$ cat config.mk
export PLATFORM = sky130hd
export DESIGN_NAME = sbn_master
export DESIGN_NICKNAME = d
export VERILOG_FILES = /design/src/hw/sbn_pkg.sv /design/src/hw/sbn_master.sv
export VERILOG_INCLUDE_DIRS = /design/src /design/src/hw
export SDC_FILE = /design/constraint.sdc
export NUM_CORES = 1
export LEC_CHECK = 0
export ABC_AREA = 1
export BUFFER_PORTS_ARGS = -buffer_cell sky130_fd_sc_hd__buf_2
export CAP_MARGIN = 0
export CORE_MARGIN = 4
export CORE_UTILIZATION = 54
export DETAILED_ROUTE_END_ITERATION = 8
export PLACE_DENSITY = 0.74
export SLEW_MARGIN = 20
export SYNTH_ARGS = -nofsm -noshare
export SYNTH_HDL_FRONTEND = slang
export SYNTH_SLANG_ARGS = --single-unit
$ cat constraint.sdc
create_clock -name clk -period 10.1 [get_ports clk]
set_clock_uncertainty 0.1 [all_clocks]
set_input_delay 1.01 -clock clk [delete_from_list [all_inputs] [get_ports clk]]
set_output_delay 1.01 -clock clk [all_outputs]
set_load 0.02 [all_outputs]
$ cat src/hw/sbn_regs.svh
// Constants of the serial control bus master: rates, codes and counts
`ifndef SBN_REGS_SVH
`define SBN_REGS_SVH
`define SBN_CLK_HZ        100000000
`define SBN_SYNC_BPS      2000000
`define SBN_SC_FAST_BPS   375000
`define SBN_SC_SLOW_BPS   62500
`define SBN_SYNC_BIT_CYC  (`SBN_CLK_HZ / `SBN_SYNC_BPS)
`define SBN_FAST_BIT_CYC  (`SBN_CLK_HZ / `SBN_SC_FAST_BPS)
`define SBN_SLOW_BIT_CYC  (`SBN_CLK_HZ / `SBN_SC_SLOW_BPS)
`define SBN_FLAG          8'h7E
`define SBN_ADDR_MIN      8'h01
`define SBN_ADDR_MAX      8'hFA
`define SBN_CTRL_ORDER    8'h01
`define SBN_CTRL_POLL     8'h02
`define SBN_CTRL_REPLY    8'h03
`define SBN_CTRL_ACK      8'h04
`define SBN_STUFF_RUN     3'h5
`define SBN_LAST_BIT      3'h7
`define SBN_POLL_GAP      18'h00040
`define SBN_FIFO_WIDTH    8
`define SBN_FIFO_DEPTH    16
`endif

$ cat src/hw/sbn_pkg.sv
// Types shared by the serial control bus master
package sbn_pkg;
    typedef enum logic [2:0] {
        SBN_IDLE = 3'h0,
        SBN_SEND = 3'h1,
        SBN_WAIT = 3'h3,
        SBN_DONE = 3'h7,
        SBN_GAP  = 3'h2
    } sbn_state_t;
    typedef enum logic [2:0] {
        SBN_PH_SYNC  = 3'h0,
        SBN_PH_OFLAG = 3'h1,
        SBN_PH_ADDR  = 3'h3,
        SBN_PH_CTRL  = 3'h2,
        SBN_PH_DATA  = 3'h6,
        SBN_PH_CFLAG = 3'h7,
        SBN_PH_END   = 3'h5
    } sbn_phase_t;
endpackage : sbn_pkg

$ cat src/hw/sbn_master.sv
// Master node link controller with its order payload FIFO
// What this block does
// - Only the master starts, always with an order
// - Master polls addressed slave until reply arrives
// - Slave addresses lie between 1 and 250
// - Exactly one master controls the whole bus
// - Mastership never handed across a repeater
// - Repeaters only in self-clocked mode
// - Synchronous rate between 500k and 2.4M
// - Data changes on clock fall, sampled on rise
// - Transmitting node drives the link clock
// - Self-clocked rate is 375k or 62.5k
// - Self-clocked data is NRZI, no clock line
// - Frames delimited and recognised by 01111110 flags
// - Zero inserted and removed after five ones
// - NRZI zero toggles line, one holds it
// - At least eight zeros precede each self-clocked frame
`timescale 1ns/1ns
`include "sbn_regs.svh"

module sbn_fifo #(
    parameter int WIDTH = 8,
    parameter int DEPTH = 16
) (
    input  wire logic                     clk,
    input  wire logic                     rst,
    input  wire logic [WIDTH-1:0]         in_data,
    input  wire logic                     in_valid,
    output logic                          in_ready,
    output logic [WIDTH-1:0]              out_data,
    output logic                          out_valid,
    input  wire logic                     out_ready,
    output logic [$clog2(DEPTH):0]        level
);
    localparam int AW = $clog2(DEPTH);
    logic [WIDTH-1:0] mem [DEPTH];
    logic [AW:0]      wr_ptr;
    logic [AW:0]      rd_ptr;
    logic [AW:0]      next_wr_ptr;
    logic [AW:0]      next_rd_ptr;
    logic             push;
    logic             pop;

    // Extra pointer bit tells full from empty
    assign level     = wr_ptr - rd_ptr;
    assign in_ready  = (level != (AW+1)'(DEPTH));
    assign out_valid = (level != '0);
    assign out_data  = mem[rd_ptr[AW-1:0]];
    assign push      = in_valid && in_ready;
    assign pop       = out_valid && out_ready;

    always_comb begin
        next_wr_ptr = push ? wr_ptr + 1'b1 : wr_ptr;
        next_rd_ptr = pop ? rd_ptr + 1'b1 : rd_ptr;
    end

    always_ff @(posedge clk or posedge rst) begin
        if (rst) begin
            wr_ptr <= '0;
            rd_ptr <= '0;
        end else begin
            wr_ptr <= next_wr_ptr;
            rd_ptr <= next_rd_ptr;
        end
    end

    // Storage has no reset, contents are don't care until written
    always_ff @(posedge clk) begin
        if (push) begin
            mem[wr_ptr[AW-1:0]] <= in_data;
        end
    end
endmodule : sbn_fifo

module sbn_master #(
    parameter int RESP_WAIT = 200000
) (
    input  wire logic       clk,
    input  wire logic       rst,
    input  wire logic       mode_self,
    input  wire logic       rate_slow,
    input  wire logic       req_start,
    input  wire logic [7:0] req_addr,
    input  wire logic [4:0] req_len,
    input  wire logic [7:0] in_data,
    input  wire logic       in_valid,
    output logic            in_ready,
    output logic            busy,
    output logic            done,
    output logic            refused,
    output logic [7:0]      rx_data,
    output logic            rx_valid,
    output logic            data_o,
    output logic            data_oe,
    input  wire logic       data_i,
    output logic            lclk_o,
    output logic            lclk_oe,
    input  wire logic       lclk_i
);
    sbn_pkg::sbn_state_t st, next_st;
    sbn_pkg::sbn_phase_t ph, next_ph;
    logic [10:0] tcnt, next_tcnt, per, half, rcnt, next_rcnt;
    logic [2:0]  bidx, next_bidx, ones, next_ones, rones, next_rones, rnb, next_rnb;
    logic [7:0]  sr, next_sr, addr, next_addr, ctrl, next_ctrl;
    logic [7:0]  raw, next_raw, rbyte, next_rbyte, radr, next_radr, rctl, next_rctl;
    logic [4:0]  pay, next_pay, lvl;
    logic [17:0] wcnt, next_wcnt;
    logic        line, next_line, tbit, next_tbit, clk_q, next_clk, next_refused;
    logic        bnd, emit, launch, bit_now, pop, fifo_valid;
    logic [7:0]  fifo_data, next_rx_data;
    logic [1:0]  rnum, next_rnum;
    logic        infr, next_infr, plvl, next_plvl, next_rx_valid;
    logic        fr_reply, next_fr_reply, fr_ack, next_fr_ack, samp, rbit;
    logic        d_s1, d_s2, d_s3, c_s1, c_s2, c_s3;

    // Bit period per mode; mode input must stay fixed while busy
    function automatic logic [10:0] sbn_period(input logic self_m, input logic slow);
        if (!self_m) begin
            return 11'(`SBN_SYNC_BIT_CYC);
        end
        return slow ? 11'(`SBN_SLOW_BIT_CYC) : 11'(`SBN_FAST_BIT_CYC);
    endfunction : sbn_period

    sbn_fifo #(.WIDTH(`SBN_FIFO_WIDTH), .DEPTH(`SBN_FIFO_DEPTH)) u_fifo (
        .clk       (clk),
        .rst       (rst),
        .in_data   (in_data),
        .in_valid  (in_valid),
        .in_ready  (in_ready),
        .out_data  (fifo_data),
        .out_valid (fifo_valid),
        .out_ready (pop),
        .level     (lvl)
    );

    // This node is the sole master and never hands the role on
    assign per     = sbn_period(mode_self, rate_slow);
    assign half    = per >> 1;
    assign bnd     = (tcnt == 11'h000);
    assign busy    = (st != sbn_pkg::SBN_IDLE);
    assign done    = (st == sbn_pkg::SBN_DONE);
    assign data_o  = line;
    assign data_oe = (st == sbn_pkg::SBN_SEND);
    // No direction pair here: bias keeps repeaters facing out
    // Clock driven only by us while sending, sync mode only
    assign lclk_o  = clk_q;
    assign lclk_oe = (st == sbn_pkg::SBN_SEND) && !mode_self;

    // Pin synchronisers; third stage only for edges, clock chain resets to idle high
    always_ff @(posedge clk or posedge rst) begin
        if (rst) begin
            {d_s1, d_s2, d_s3} <= 3'h0;
            {c_s1, c_s2, c_s3} <= 3'h7;
        end else begin
            {d_s1, d_s2, d_s3} <= {data_i, d_s1, d_s2};
            {c_s1, c_s2, c_s3} <= {lclk_i, c_s1, c_s2};
        end
    end

    // Transaction sequencer and bit transmitter
    always_comb begin
        next_st = st; next_ph = ph; next_tcnt = tcnt; next_bidx = bidx;
        next_sr = sr; next_ones = ones; next_line = line; next_tbit = tbit;
        next_pay = pay; next_ctrl = ctrl; next_addr = addr; next_wcnt = wcnt;
        next_refused = 1'b0; next_clk = 1'b1; pop = 1'b0;
        emit = 1'b0; launch = 1'b0; bit_now = 1'b0;
        unique case (st)
            sbn_pkg::SBN_IDLE: begin
                if (req_start) begin
                    if (req_addr >= `SBN_ADDR_MIN && req_addr <= `SBN_ADDR_MAX
                        && lvl >= req_len) begin
                        next_addr = req_addr;
                        next_ctrl = `SBN_CTRL_ORDER;
                        next_pay  = req_len;
                        launch    = 1'b1;
                    end else begin
                        next_refused = 1'b1;
                    end
                end
            end
            sbn_pkg::SBN_SEND: begin
                next_tcnt = tcnt - 11'h001;
                if (bnd) begin
                    next_tcnt = per - 11'h001;
                    if (ph == sbn_pkg::SBN_PH_END) begin
                        next_st   = sbn_pkg::SBN_WAIT;
                        next_wcnt = '0;
                    end else if (ones == `SBN_STUFF_RUN) begin
                        emit      = 1'b1;
                        next_ones = 3'h0;
                    end else begin
                        emit      = 1'b1;
                        bit_now   = (ph == sbn_pkg::SBN_PH_SYNC) ? 1'b0 : sr[0];
                        next_sr   = {1'b0, sr[7:1]};
                        next_bidx = bidx + 3'h1;
                        // Only address, control and payload bits count toward stuffing
                        if (ph == sbn_pkg::SBN_PH_ADDR || ph == sbn_pkg::SBN_PH_CTRL
                            || ph == sbn_pkg::SBN_PH_DATA) begin
                            next_ones = bit_now ? ones + 3'h1 : 3'h0;
                        end else begin
                            next_ones = 3'h0;
                        end
                        if (bidx == `SBN_LAST_BIT) begin
                            unique case (ph)
                                sbn_pkg::SBN_PH_SYNC: begin
                                    next_ph = sbn_pkg::SBN_PH_OFLAG;
                                    next_sr = `SBN_FLAG;
                                end
                                sbn_pkg::SBN_PH_OFLAG: begin
                                    next_ph = sbn_pkg::SBN_PH_ADDR;
                                    next_sr = addr;
                                end
                                sbn_pkg::SBN_PH_ADDR: begin
                                    next_ph = sbn_pkg::SBN_PH_CTRL;
                                    next_sr = ctrl;
                                end
                                sbn_pkg::SBN_PH_CTRL, sbn_pkg::SBN_PH_DATA: begin
                                    // Payload is already buffered, so the line never starves
                                    if (pay != 5'h00) begin
                                        next_ph  = sbn_pkg::SBN_PH_DATA;
                                        next_sr  = fifo_data;
                                        pop      = fifo_valid;
                                        next_pay = pay - 5'h01;
                                    end else begin
                                        next_ph = sbn_pkg::SBN_PH_CFLAG;
                                        next_sr = `SBN_FLAG;
                                    end
                                end
                                default: next_ph = sbn_pkg::SBN_PH_END;
                            endcase
                        end
                    end
                end
                next_clk = (next_tcnt < half);
            end
            sbn_pkg::SBN_WAIT: begin
                next_wcnt = wcnt + 18'h00001;
                if (fr_reply) begin
                    next_st = sbn_pkg::SBN_DONE;
                end else if (fr_ack || wcnt == 18'(RESP_WAIT - 1)) begin
                    next_st   = sbn_pkg::SBN_GAP;
                    next_wcnt = '0;
                end
            end
            sbn_pkg::SBN_GAP: begin
                next_wcnt = wcnt + 18'h00001;
                if (wcnt == `SBN_POLL_GAP - 18'h00001) begin
                    next_ctrl = `SBN_CTRL_POLL;
                    next_pay  = 5'h00;
                    launch    = 1'b1;
                end
            end
            sbn_pkg::SBN_DONE: next_st = sbn_pkg::SBN_IDLE;
            default: next_st = sbn_pkg::SBN_IDLE;
        endcase
        if (launch) begin
            next_st   = sbn_pkg::SBN_SEND;
            next_ph   = mode_self ? sbn_pkg::SBN_PH_SYNC : sbn_pkg::SBN_PH_OFLAG;
            next_sr   = mode_self ? 8'h00 : `SBN_FLAG;
            next_bidx = 3'h0;
            next_tcnt = 11'h000;
            next_ones = 3'h0;
        end
        if (emit) begin
            next_tbit = bit_now;
            next_line = mode_self ? (bit_now ? line : !line) : bit_now;
        end
    end

    always_ff @(posedge clk or posedge rst) begin
        if (rst) begin
            st <= sbn_pkg::SBN_IDLE; ph <= sbn_pkg::SBN_PH_SYNC; tcnt <= 11'h000;
            bidx <= 3'h0; sr <= 8'h00; ones <= 3'h0; line <= 1'b1; tbit <= 1'b0;
            pay <= 5'h00; ctrl <= 8'h00; addr <= 8'h00; wcnt <= 18'h00000;
            refused <= 1'b0; clk_q <= 1'b1;
        end else begin
            st <= next_st; ph <= next_ph; tcnt <= next_tcnt;
            bidx <= next_bidx; sr <= next_sr; ones <= next_ones; line <= next_line;
            tbit <= next_tbit; pay <= next_pay; ctrl <= next_ctrl; addr <= next_addr;
            wcnt <= next_wcnt; refused <= next_refused; clk_q <= next_clk;
        end
    end

    // Receiver: slaves answer only while we wait for them
    assign samp = mode_self ? (rcnt == 11'h000 && !(d_s2 ^ d_s3))
                            : (c_s2 && !c_s3);
    assign rbit = mode_self ? (d_s2 == plvl) : d_s2;

    always_comb begin
        next_rcnt = rcnt; next_raw = raw; next_rones = rones; next_rbyte = rbyte;
        next_rnb = rnb; next_rnum = rnum; next_radr = radr; next_rctl = rctl;
        next_infr = infr; next_plvl = plvl; next_rx_data = rx_data;
        next_rx_valid = 1'b0; next_fr_reply = 1'b0; next_fr_ack = 1'b0;
        // Every line transition re-centres the sampling point; repeaters do not retime
        if (d_s2 ^ d_s3) begin
            next_rcnt = half;
        end else if (rcnt == 11'h000) begin
            next_rcnt = per - 11'h001;
        end else begin
            next_rcnt = rcnt - 11'h001;
        end
        if (st != sbn_pkg::SBN_WAIT) begin
            next_infr = 1'b0; next_rones = 3'h0; next_raw = 8'h00; next_plvl = d_s2;
        end else if (samp) begin
            next_plvl = d_s2;
            next_raw  = {rbit, raw[7:1]};
            if (next_raw == `SBN_FLAG) begin
                // Closing flag ends the frame; partial flag bits are dropped
                if (infr && rnum == 2'h2 && radr == addr) begin
                    next_fr_reply = (rctl == `SBN_CTRL_REPLY);
                    next_fr_ack   = (rctl == `SBN_CTRL_ACK);
                end
                next_infr = 1'b1; next_rnum = 2'h0; next_rnb = 3'h0; next_rones = 3'h0;
            end else if (rones == `SBN_STUFF_RUN && !rbit) begin
                next_rones = 3'h0;
            end else begin
                next_rones = rbit ? ((rones == 3'h7) ? rones : rones + 3'h1) : 3'h0;
                next_rbyte = {rbit, rbyte[7:1]};
                next_rnb   = rnb + 3'h1;
                if (rnb == `SBN_LAST_BIT && infr) begin
                    unique case (rnum)
                        2'h0: next_radr = next_rbyte;
                        2'h1: next_rctl = next_rbyte;
                        default: begin
                            next_rx_data  = next_rbyte;
                            next_rx_valid = (radr == addr && rctl == `SBN_CTRL_REPLY);
                        end
                    endcase
                    next_rnum = (rnum == 2'h2) ? rnum : rnum + 2'h1;
                end
            end
        end
    end

    always_ff @(posedge clk or posedge rst) begin
        if (rst) begin
            rcnt <= 11'h000; raw <= 8'h00; rones <= 3'h0; rbyte <= 8'h00; rnb <= 3'h0;
            rnum <= 2'h0; radr <= 8'h00; rctl <= 8'h00; infr <= 1'b0; plvl <= 1'b0;
            rx_data <= 8'h00; rx_valid <= 1'b0; fr_reply <= 1'b0; fr_ack <= 1'b0;
        end else begin
            rcnt <= next_rcnt; raw <= next_raw; rones <= next_rones; rbyte <= next_rbyte;
            rnb <= next_rnb; rnum <= next_rnum; radr <= next_radr; rctl <= next_rctl;
            infr <= next_infr; plvl <= next_plvl; rx_data <= next_rx_data;
            rx_valid <= next_rx_valid; fr_reply <= next_fr_reply; fr_ack <= next_fr_ack;
        end
    end

    // Checks on the driven side of the link
    a_order_first: assert property (@(posedge clk) disable iff (rst)
        $rose(busy) |-> ctrl == `SBN_CTRL_ORDER && st == sbn_pkg::SBN_SEND)
        else $error("transaction did not open with an order");
    a_poll_after_ack: assert property (@(posedge clk) disable iff (rst)
        (st == sbn_pkg::SBN_WAIT && fr_ack && !fr_reply) |=> st == sbn_pkg::SBN_GAP
        ##[60:70] (st == sbn_pkg::SBN_SEND && ctrl == `SBN_CTRL_POLL))
        else $error("no poll followed an acknowledgement");
    a_addr_range: assert property (@(posedge clk) disable iff (rst)
        (st == sbn_pkg::SBN_IDLE && req_start && (req_addr < `SBN_ADDR_MIN
        || req_addr > `SBN_ADDR_MAX)) |=> refused && !busy)
        else $error("out of range address accepted");
    a_clk_source: assert property (@(posedge clk) disable iff (rst)
        (!mode_self && $rose(data_oe)) |-> lclk_oe && lclk_o ##1 lclk_oe && !lclk_o
        ##24 lclk_oe && !lclk_o ##1 lclk_oe && lclk_o)
        else $error("link clock not driven while sending");
    a_clk_fall_data: assert property (@(posedge clk) disable iff (rst)
        (!mode_self && data_oe && $past(data_oe) && $changed(data_o)) |-> $fell(lclk_o))
        else $error("data changed away from clock fall");
    a_stuff_zero: assert property (@(posedge clk) disable iff (rst)
        (data_oe && bnd && ones == `SBN_STUFF_RUN && ph != sbn_pkg::SBN_PH_END)
        |=> !tbit && ones == 3'h0)
        else $error("no zero after five ones");
    a_nrzi_zero: assert property (@(posedge clk) disable iff (rst)
        (mode_self && data_oe && bnd && ph != sbn_pkg::SBN_PH_END)
        |=> (data_o != $past(data_o)) == !tbit)
        else $error("line polarity does not match coded bit");
    a_sync_first: assert property (@(posedge clk) disable iff (rst)
        (mode_self && $rose(data_oe)) |-> ph == sbn_pkg::SBN_PH_SYNC && bidx == 3'h0)
        else $error("frame not preceded by zero run");
endmodule : sbn_master

==> key figures, run 1 <==
Status
  • Status: finished clean

Worst setup path
  • Crit end category: output pin
  • CP max stage delay: 0.93 ns
  • Worst Path Buf+Inv: 2
  • Worst-path maximum fanout: 42
  • Critical Path AT: 3.39 ns
  • Crit-path cells: inv_2 > fa_1 > xor2_1 > nor3_1 > nand3_1 > buf_2
  • Kind of cell adding the most delay to the critical path: flip-flops
  • CP Class: flip-flop to output pin
  • Critical path startpoint category: flip-flop
  • CP max stage cell: dfrtp_1
  • Critical Path RT: 8.99 ns

Global route
  • Pin count of the biggest net entering global routing: 75
  • Total GRT Usage: 22.0%
  • First-pass GRT wire length: 50900 um
  • Vias in the first global route: 10100
  • Initial antenna violation count: 0
  • GRT overflow: 0

Finish
  • Ratio of cells with drive above 1 in the final layout: 9.20%
  • Nets: 1632
  • Final Non-Filler Cells: 1911
  • Layout area overhead: 10.1%
  • N_diodes: 0
  • FILL cells: 2100

Yosys
  • Synth unique cells: 47
  • Most frequent cell after synthesis: nand2_1
  • Sequential share of the synthesized area: 55.5%
  • Fraction of registers with async set/reset: 53.1%
  • Post-Syn Area: 0.0135 mm^2
  • Seq cells post-synth: 273
  • Synth top cells by count: 451 x nand2_1, 160 x inv_1, 150 x nor2_1
  • Synth area leader: edfxtp_1
  • Main flop type after synthesis: dfrtp_1
  • EDFF count, synth: 128
  • Post-synthesis net count: 1592
  • Gate Count Post-Synth: 1524
  • Mean Syn Cell Area: 8.84 um^2
  • Synth top area cells: edfxtp_1 29%, dfrtp_1 26%, nand2_1 13%, nand3_1 5.2%, inv_1 4.5%
  • Synth top area share: 28.5%
  • Yosys warnings: 0

Placed design
  • Port buffer count: 45
  • Placer congestion estimate: 0.951
  • Detail Placement HPWL: 21100 um
  • # placed instances: 1857
  • DP Worst Slack: 5.62 ns

Route
  • DRC Markers: 0
  • DRT iter0 DRCs: 1096
  • Drt first pass iters: 6
  • WL per Instance: 15.9 um
  • ANT nets after route: 0
  • Vias: 10500
  • Ratio of routed vias to standard cells: 5.48
  • Final WL: 30400 um

Die
  • Die height: 166 um
  • Chip width: 166 um
  • Ports: 46
  • FP Rows: 57
  • Starting Density: 55.2%
  • Area of the die: 0.0275 mm^2
  • Core area: 0.0244 mm^2

Clocking
  • CTS resizes: 0
  • Worst-path clk slew: 0.06 ns
  • H-tree levels: 1
  • Hold Buf Count CTS: 0
  • Clk root buf: clkbuf_16
  • Sink Count: 273
  • TritonCTS Buffers: 29
  • CTS tree: done
  • Maximum clock path buffer count: 3
  • Clock latency on the worst-skew pair: 0.55 ns
  • Setup Buffers After CTS: 0

Timing
  • Least-Margin Pin Slew: 0.912 ns
  • Pins Over Slew Limit: 0
  • Final worst slack: 5.60 ns
  • Clock period minus worst slack: 4.50 ns
  • Final setup viols: 0
  • Relative slew slack: 39.2%
  • Final Cycle Share: 44.6%
  • Max frequency: 222 MHz
  • Setup TNS: 0 ns
  • RSZ-0062 raised after global routing: false
  • Fin. Hold Viols: 0

Job
  • Max Cap Viol: 0

Power and ir drop
  • Design Power: 3.33 mW
  • Leak: 6.74 nW
  • Pwr/cell area: 225 mW/mm^2
  • IR drop worst, VDD: 0.167 mV

Min path
  • Min-delay worst type: flip-flop to flip-flop
## metrics by stage
stage | cell area, um^2 | util, % | hold WS, ns
after detailed placement | 13900 | 57.1 | 0.246
after CTS | 14800 | 60.8 | 0.261
after global placement | 13900 | 57.1 | 0.238
after global routing | 14800 | 60.8 | 0.267
after floorplan | 13500 | - | 0.231
final | 14800 | 60.8 | 0.257
## report_power, final
| group | total (mW) | internal (mW) | leakage (nW) | switching [mW] |
|---|---|---|---|---|
| registers | 1.44 | 1.33 | 3.05 | 0.105 |
| clock network | 0.996 | 0.575 | 0.437 | 0.421 |
| logic | 0.896 | 0.288 | 3.25 | 0.608 |
| total | 3.33 | 2.20 | 6.74 | 1.13 |
## placed cells by master (no fill, tap or decap), drive strengths merged, types with 17 or more instances in the layout
cell    Yosys  final
nand2     460    460
inv       167    167
nor2      159    159
nand3     143    143
dfrtp     140    140
edfxtp    128    128
o21ai      89     89
buf        24     48
clkbuf     15     42
a21oi      39     39
ha         38     38
xor2       20     20
o22ai      20     20
nor3       19     19
nand4      17     17
## registers in the layout, indices dropped and copies added, names as in the netlist, 5 cells and up
signal / count
addr: 8
pay: 5
radr: 8
raw: 7
rbyte: 7
rcnt: 11
rctl: 8
rx_data: 8
sr: 8
tcnt: 11
u_fifo.mem: 128
u_fifo.rd_ptr: 5
u_fifo.wr_ptr: 5
wcnt: 18
## path summary, 6_finish.rpt
path	from	to	slack, ns	depth (start not counted)
setup / recovery	u_fifo.rd_ptr[1]	in_ready	5.60	6
hold / removal	d_s1	d_s2	0.26	0
setup reg to reg	u_fifo.rd_ptr[1]	pay[1]	5.90	14
hold reg to reg	d_s1	d_s2	0.26	0
max in group asynchronous	rst	u_fifo.rd_ptr[0]	7.99	3
min in group asynchronous	rst	wcnt[0]	0.47	2
## cell families (layout without fill, tap and decap cells)
group,Yosys count,after routing,share of synthesized area (%)
multiplexers,2,2,0.167
AO/OA/AOI/OAI,162,162,6.86
XOR/XNOR,32,32,2.08
buffers and inverters,209,272,6.20
AND/OR/NAND/NOR,807,807,25.5
adder cells (fa/ha/maj),39,39,3.68
flip-flops,273,273,55.5
## final cells by class
| type | count | area [um^2] | area share (%) |
|---|---|---|---|
| Tap cell | 324 | 405 | 2.74 |
| Clock buffer | 42 | 805 | 5.43 |
| Clock inverter | 12 | 82.6 | 0.557 |
| Inverter | 170 | 648 | 4.37 |
| Timing Repair Buffer | 48 | 248 | 1.67 |
| Multi-Input combinational cell | 1042 | 5150 | 34.8 |
| Sequential cell | 273 | 7480 | 50.5 |
## worst register-to-register path: cells and delay by family, from the launching register on
kind / cells / cell delay (ns)
adders and majority gates: 2 / 0.88
AOI/OAI and AO/OA: 3 / 0.52
buffers and inverters: 2 / 0.71
and+or+nand+nor: 6 / 0.71
xor gates and xnor gates: 1 / 0.23
DFF: 1 / 0.93
## layer usage
layer	wire length, um	track usage, %	up-vias	share of wire [%]
met2	13400	33.9	376	44
li1	-	-	5073	-
met5	0	0	-	0
met4	655	5.70	0	2.2
met1	14200	32.9	4962	47
met3	2120	3.69	59	7.0
Power figures use the tool's default switching activity.
==> inputs of run 2 (changes only) <==
- clock period: 10.1 -> 4.5 ns (I/O delays scaled with it)
==> key figures, run 2 (synthesis results as in run 1) <==
Status
  • Status: finished clean

Worst setup path
  • CP Class: flip-flop to flip-flop
  • Kind of cell adding the most delay to the critical path: simple AND/OR/NAND/NOR gates
  • Worst-path maximum fanout: 19 (-55%)
  • CP max stage cell: nor2_1
  • Crit-path cells: buf_4 > clkinv_1 > ha_1 > a21oi_1 > nand2_1 > nand2_1 > nand2_1 > nand3_1 > nand2_1 > inv_1 > nand2_1 > nor2_1
  • Crit end category: flip-flop
  • Critical Path RT: 4.58 ns (-4.41 ns)
  • Critical Path AT: 3.85 ns (+0.46 ns)
  • Worst Path Buf+Inv: 3 (+1)
  • Critical path startpoint category: flip-flop
  • Cell mode on critical path: nand2_1
  • CP max stage delay: 0.63 ns (-0.30 ns)

Die
  • Starting Density: 55.2% (unchanged)
  • Ports: 46 (unchanged)
  • Core area: 0.0244 mm^2 (unchanged)
  • Area of the die: 0.0275 mm^2 (unchanged)
  • Die height: 166 um (unchanged)
  • FP Rows: 57 (unchanged)
  • Chip width: 166 um (unchanged)

Timing
  • Relative slew slack: 45.6% (+6.5 points)
  • Clock period minus worst slack: 3.78 ns
  • Least-Margin Pin Slew: 0.812 ns (-0.100 ns)
  • Final worst slack: 0.722 ns (-4.88 ns)
  • RSZ-0062 raised after global routing: false
  • Pins Over Slew Limit: 0 (unchanged)
  • Final setup viols: 0 (unchanged)
  • Final hold slack: 0.0581 ns (-0.199 ns)
  • Setup TNS: 0 ns (unchanged)
  • Fin. Hold Viols: 0 (unchanged)
  • Max frequency: 265 MHz
  • Final Cycle Share: 83.9%

Placed design
  • Post-placement cell area: 0.0140 mm^2 (+0.27%)
  • Placer congestion estimate: 0.907 (-4.6%)
  • # placed instances: 1862 (+0.27%)
  • Port buffer count: 45 (unchanged)
  • DP Worst Slack: 0.815 ns (-4.80 ns)
  • Detail Placement HPWL: 21200 um (+0.17%)

Finish
  • Layout area overhead: 10.6%
  • N_diodes: 0 (unchanged)
  • Ratio of cells with drive above 1 in the final layout: 9.67% (+0.47 points)
  • Number of flip-flops under the largest register name: 128 (unchanged)
  • Commonest non-fill, non-tap cell in the layout: nand2_1
  • Commonest non-fill, non-tap cells in the layout: 451 x nand2_1, 158 x inv_1, 150 x nor2_1, 140 x nand3_1, 139 x dfrtp_1
  • Post-layout util: 61.0% (+0.29 points)
  • Nets: 1639 (+0.43%)
  • Final Cell Area: 0.0149 mm^2 (+0.47%)
  • Final Non-Filler Cells: 1916 (+0.26%)
  • FILL cells: 2074 (-1.2%)

Route
  • Ratio of routed vias to standard cells: 5.41 (-1.3%)
  • WL per Instance: 15.8 um (-0.44%)
  • Final WL: 30300 um (-0.18%)
  • DRC Markers: 0 (unchanged)
  • Drt first pass iters: 6 (unchanged)
  • DRT iter0 DRCs: 1015 (-7.4%)
  • ANT nets after route: 0 (unchanged)
  • Vias: 10400 (-0.99%)

Power and ir drop
  • IR drop worst, VDD: 0.284 mV (+70%)
  • Pwr/cell area: 501 mW/mm^2 (+120%)
  • Design Power: 7.46 mW (+120%)
  • Leak: 6.76 nW (+0.40%)

Global route
  • Vias in the first global route: 9955 (-1.4%)
  • Pin count of the biggest net entering global routing: 82 (+9.3%)
  • Total GRT Usage: 21.9% (-0.11 points)
  • First-pass GRT wire length: 50300 um (-1.2%)
  • Initial antenna violation count: 0 (unchanged)
  • GRT overflow: 0 (unchanged)

Clocking
  • Sink Count: 273 (unchanged)
  • Setup Buffers After CTS: 0 (unchanged)
  • Clock latency on the worst-skew pair: 0.55 ns (about the same)
  • TritonCTS Buffers: 28 (-3.4%)
  • CTS tree: done
  • Maximum clock path buffer count: 3 (unchanged)
  • Hold Buf Count CTS: 3 (+3)
  • Clk root buf: clkbuf_16
  • H-tree levels: 1 (unchanged)
  • Worst-path clk slew: 0.06 ns (about the same)
  • CTS resizes: 0 (unchanged)

Job
  • Max Cap Viol: 0 (unchanged)

Min path
  • Min-delay worst type: primary input to flip-flop
## run 2: changes by cell type in the layout (fill, tap and decap cells not counted), moves of 2 or more
cell,previous run,this run
buf_4,3,8
clkinvlp_4,0,4
clkbuf_8,3,1
dlygate4sd3_1,0,3
clkbuf_1,10,4
## run 2: tightest hold or removal path, cell delays in order
cell and delay, ns:
buf_2 0.11, nand2_1 0.05, nand2_1 0.05
## run 2: power by group
group / internal (mW) / switching, mW
Sequential: 2.99 / 0.240
Combinational: 0.648 / 1.35
Clock: 1.28 / 0.957
## run 2: final timing paths
check                      cells after the start             start  slack [ns]          endpoint
min in group asynchronous                      3               rst        0.52           wcnt[0]
min reg2reg                                    0              c_s1        0.26              c_s2
max reg2reg                                   12  u_fifo.rd_ptr[2]        0.72  u_fifo.mem[4][2]
max in group asynchronous                      4               rst        2.83            data_o
min                                            3       req_addr[2]        0.06           addr[2]
max                                           12  u_fifo.rd_ptr[2]        0.72  u_fifo.mem[4][2]
## run 2: layout make-up
class	instances	area (um^2)	share of cell area (%)
Clock inverter	18	160	1.08
Sequential cell	273	7480	50.2
Clock buffer	33	729	4.90
Inverter	170	648	4.35
Multi-Input combinational cell	1042	5150	34.6
Timing Repair Buffer	56	315	2.12
Tap cell	324	405	2.72
## run 2: per-layer routing
metal  track usage, %  wire (um)
met1             32.2      13800
met5                0          0
met3             3.76       2110
met2             34.6      13900
met4             4.99        458
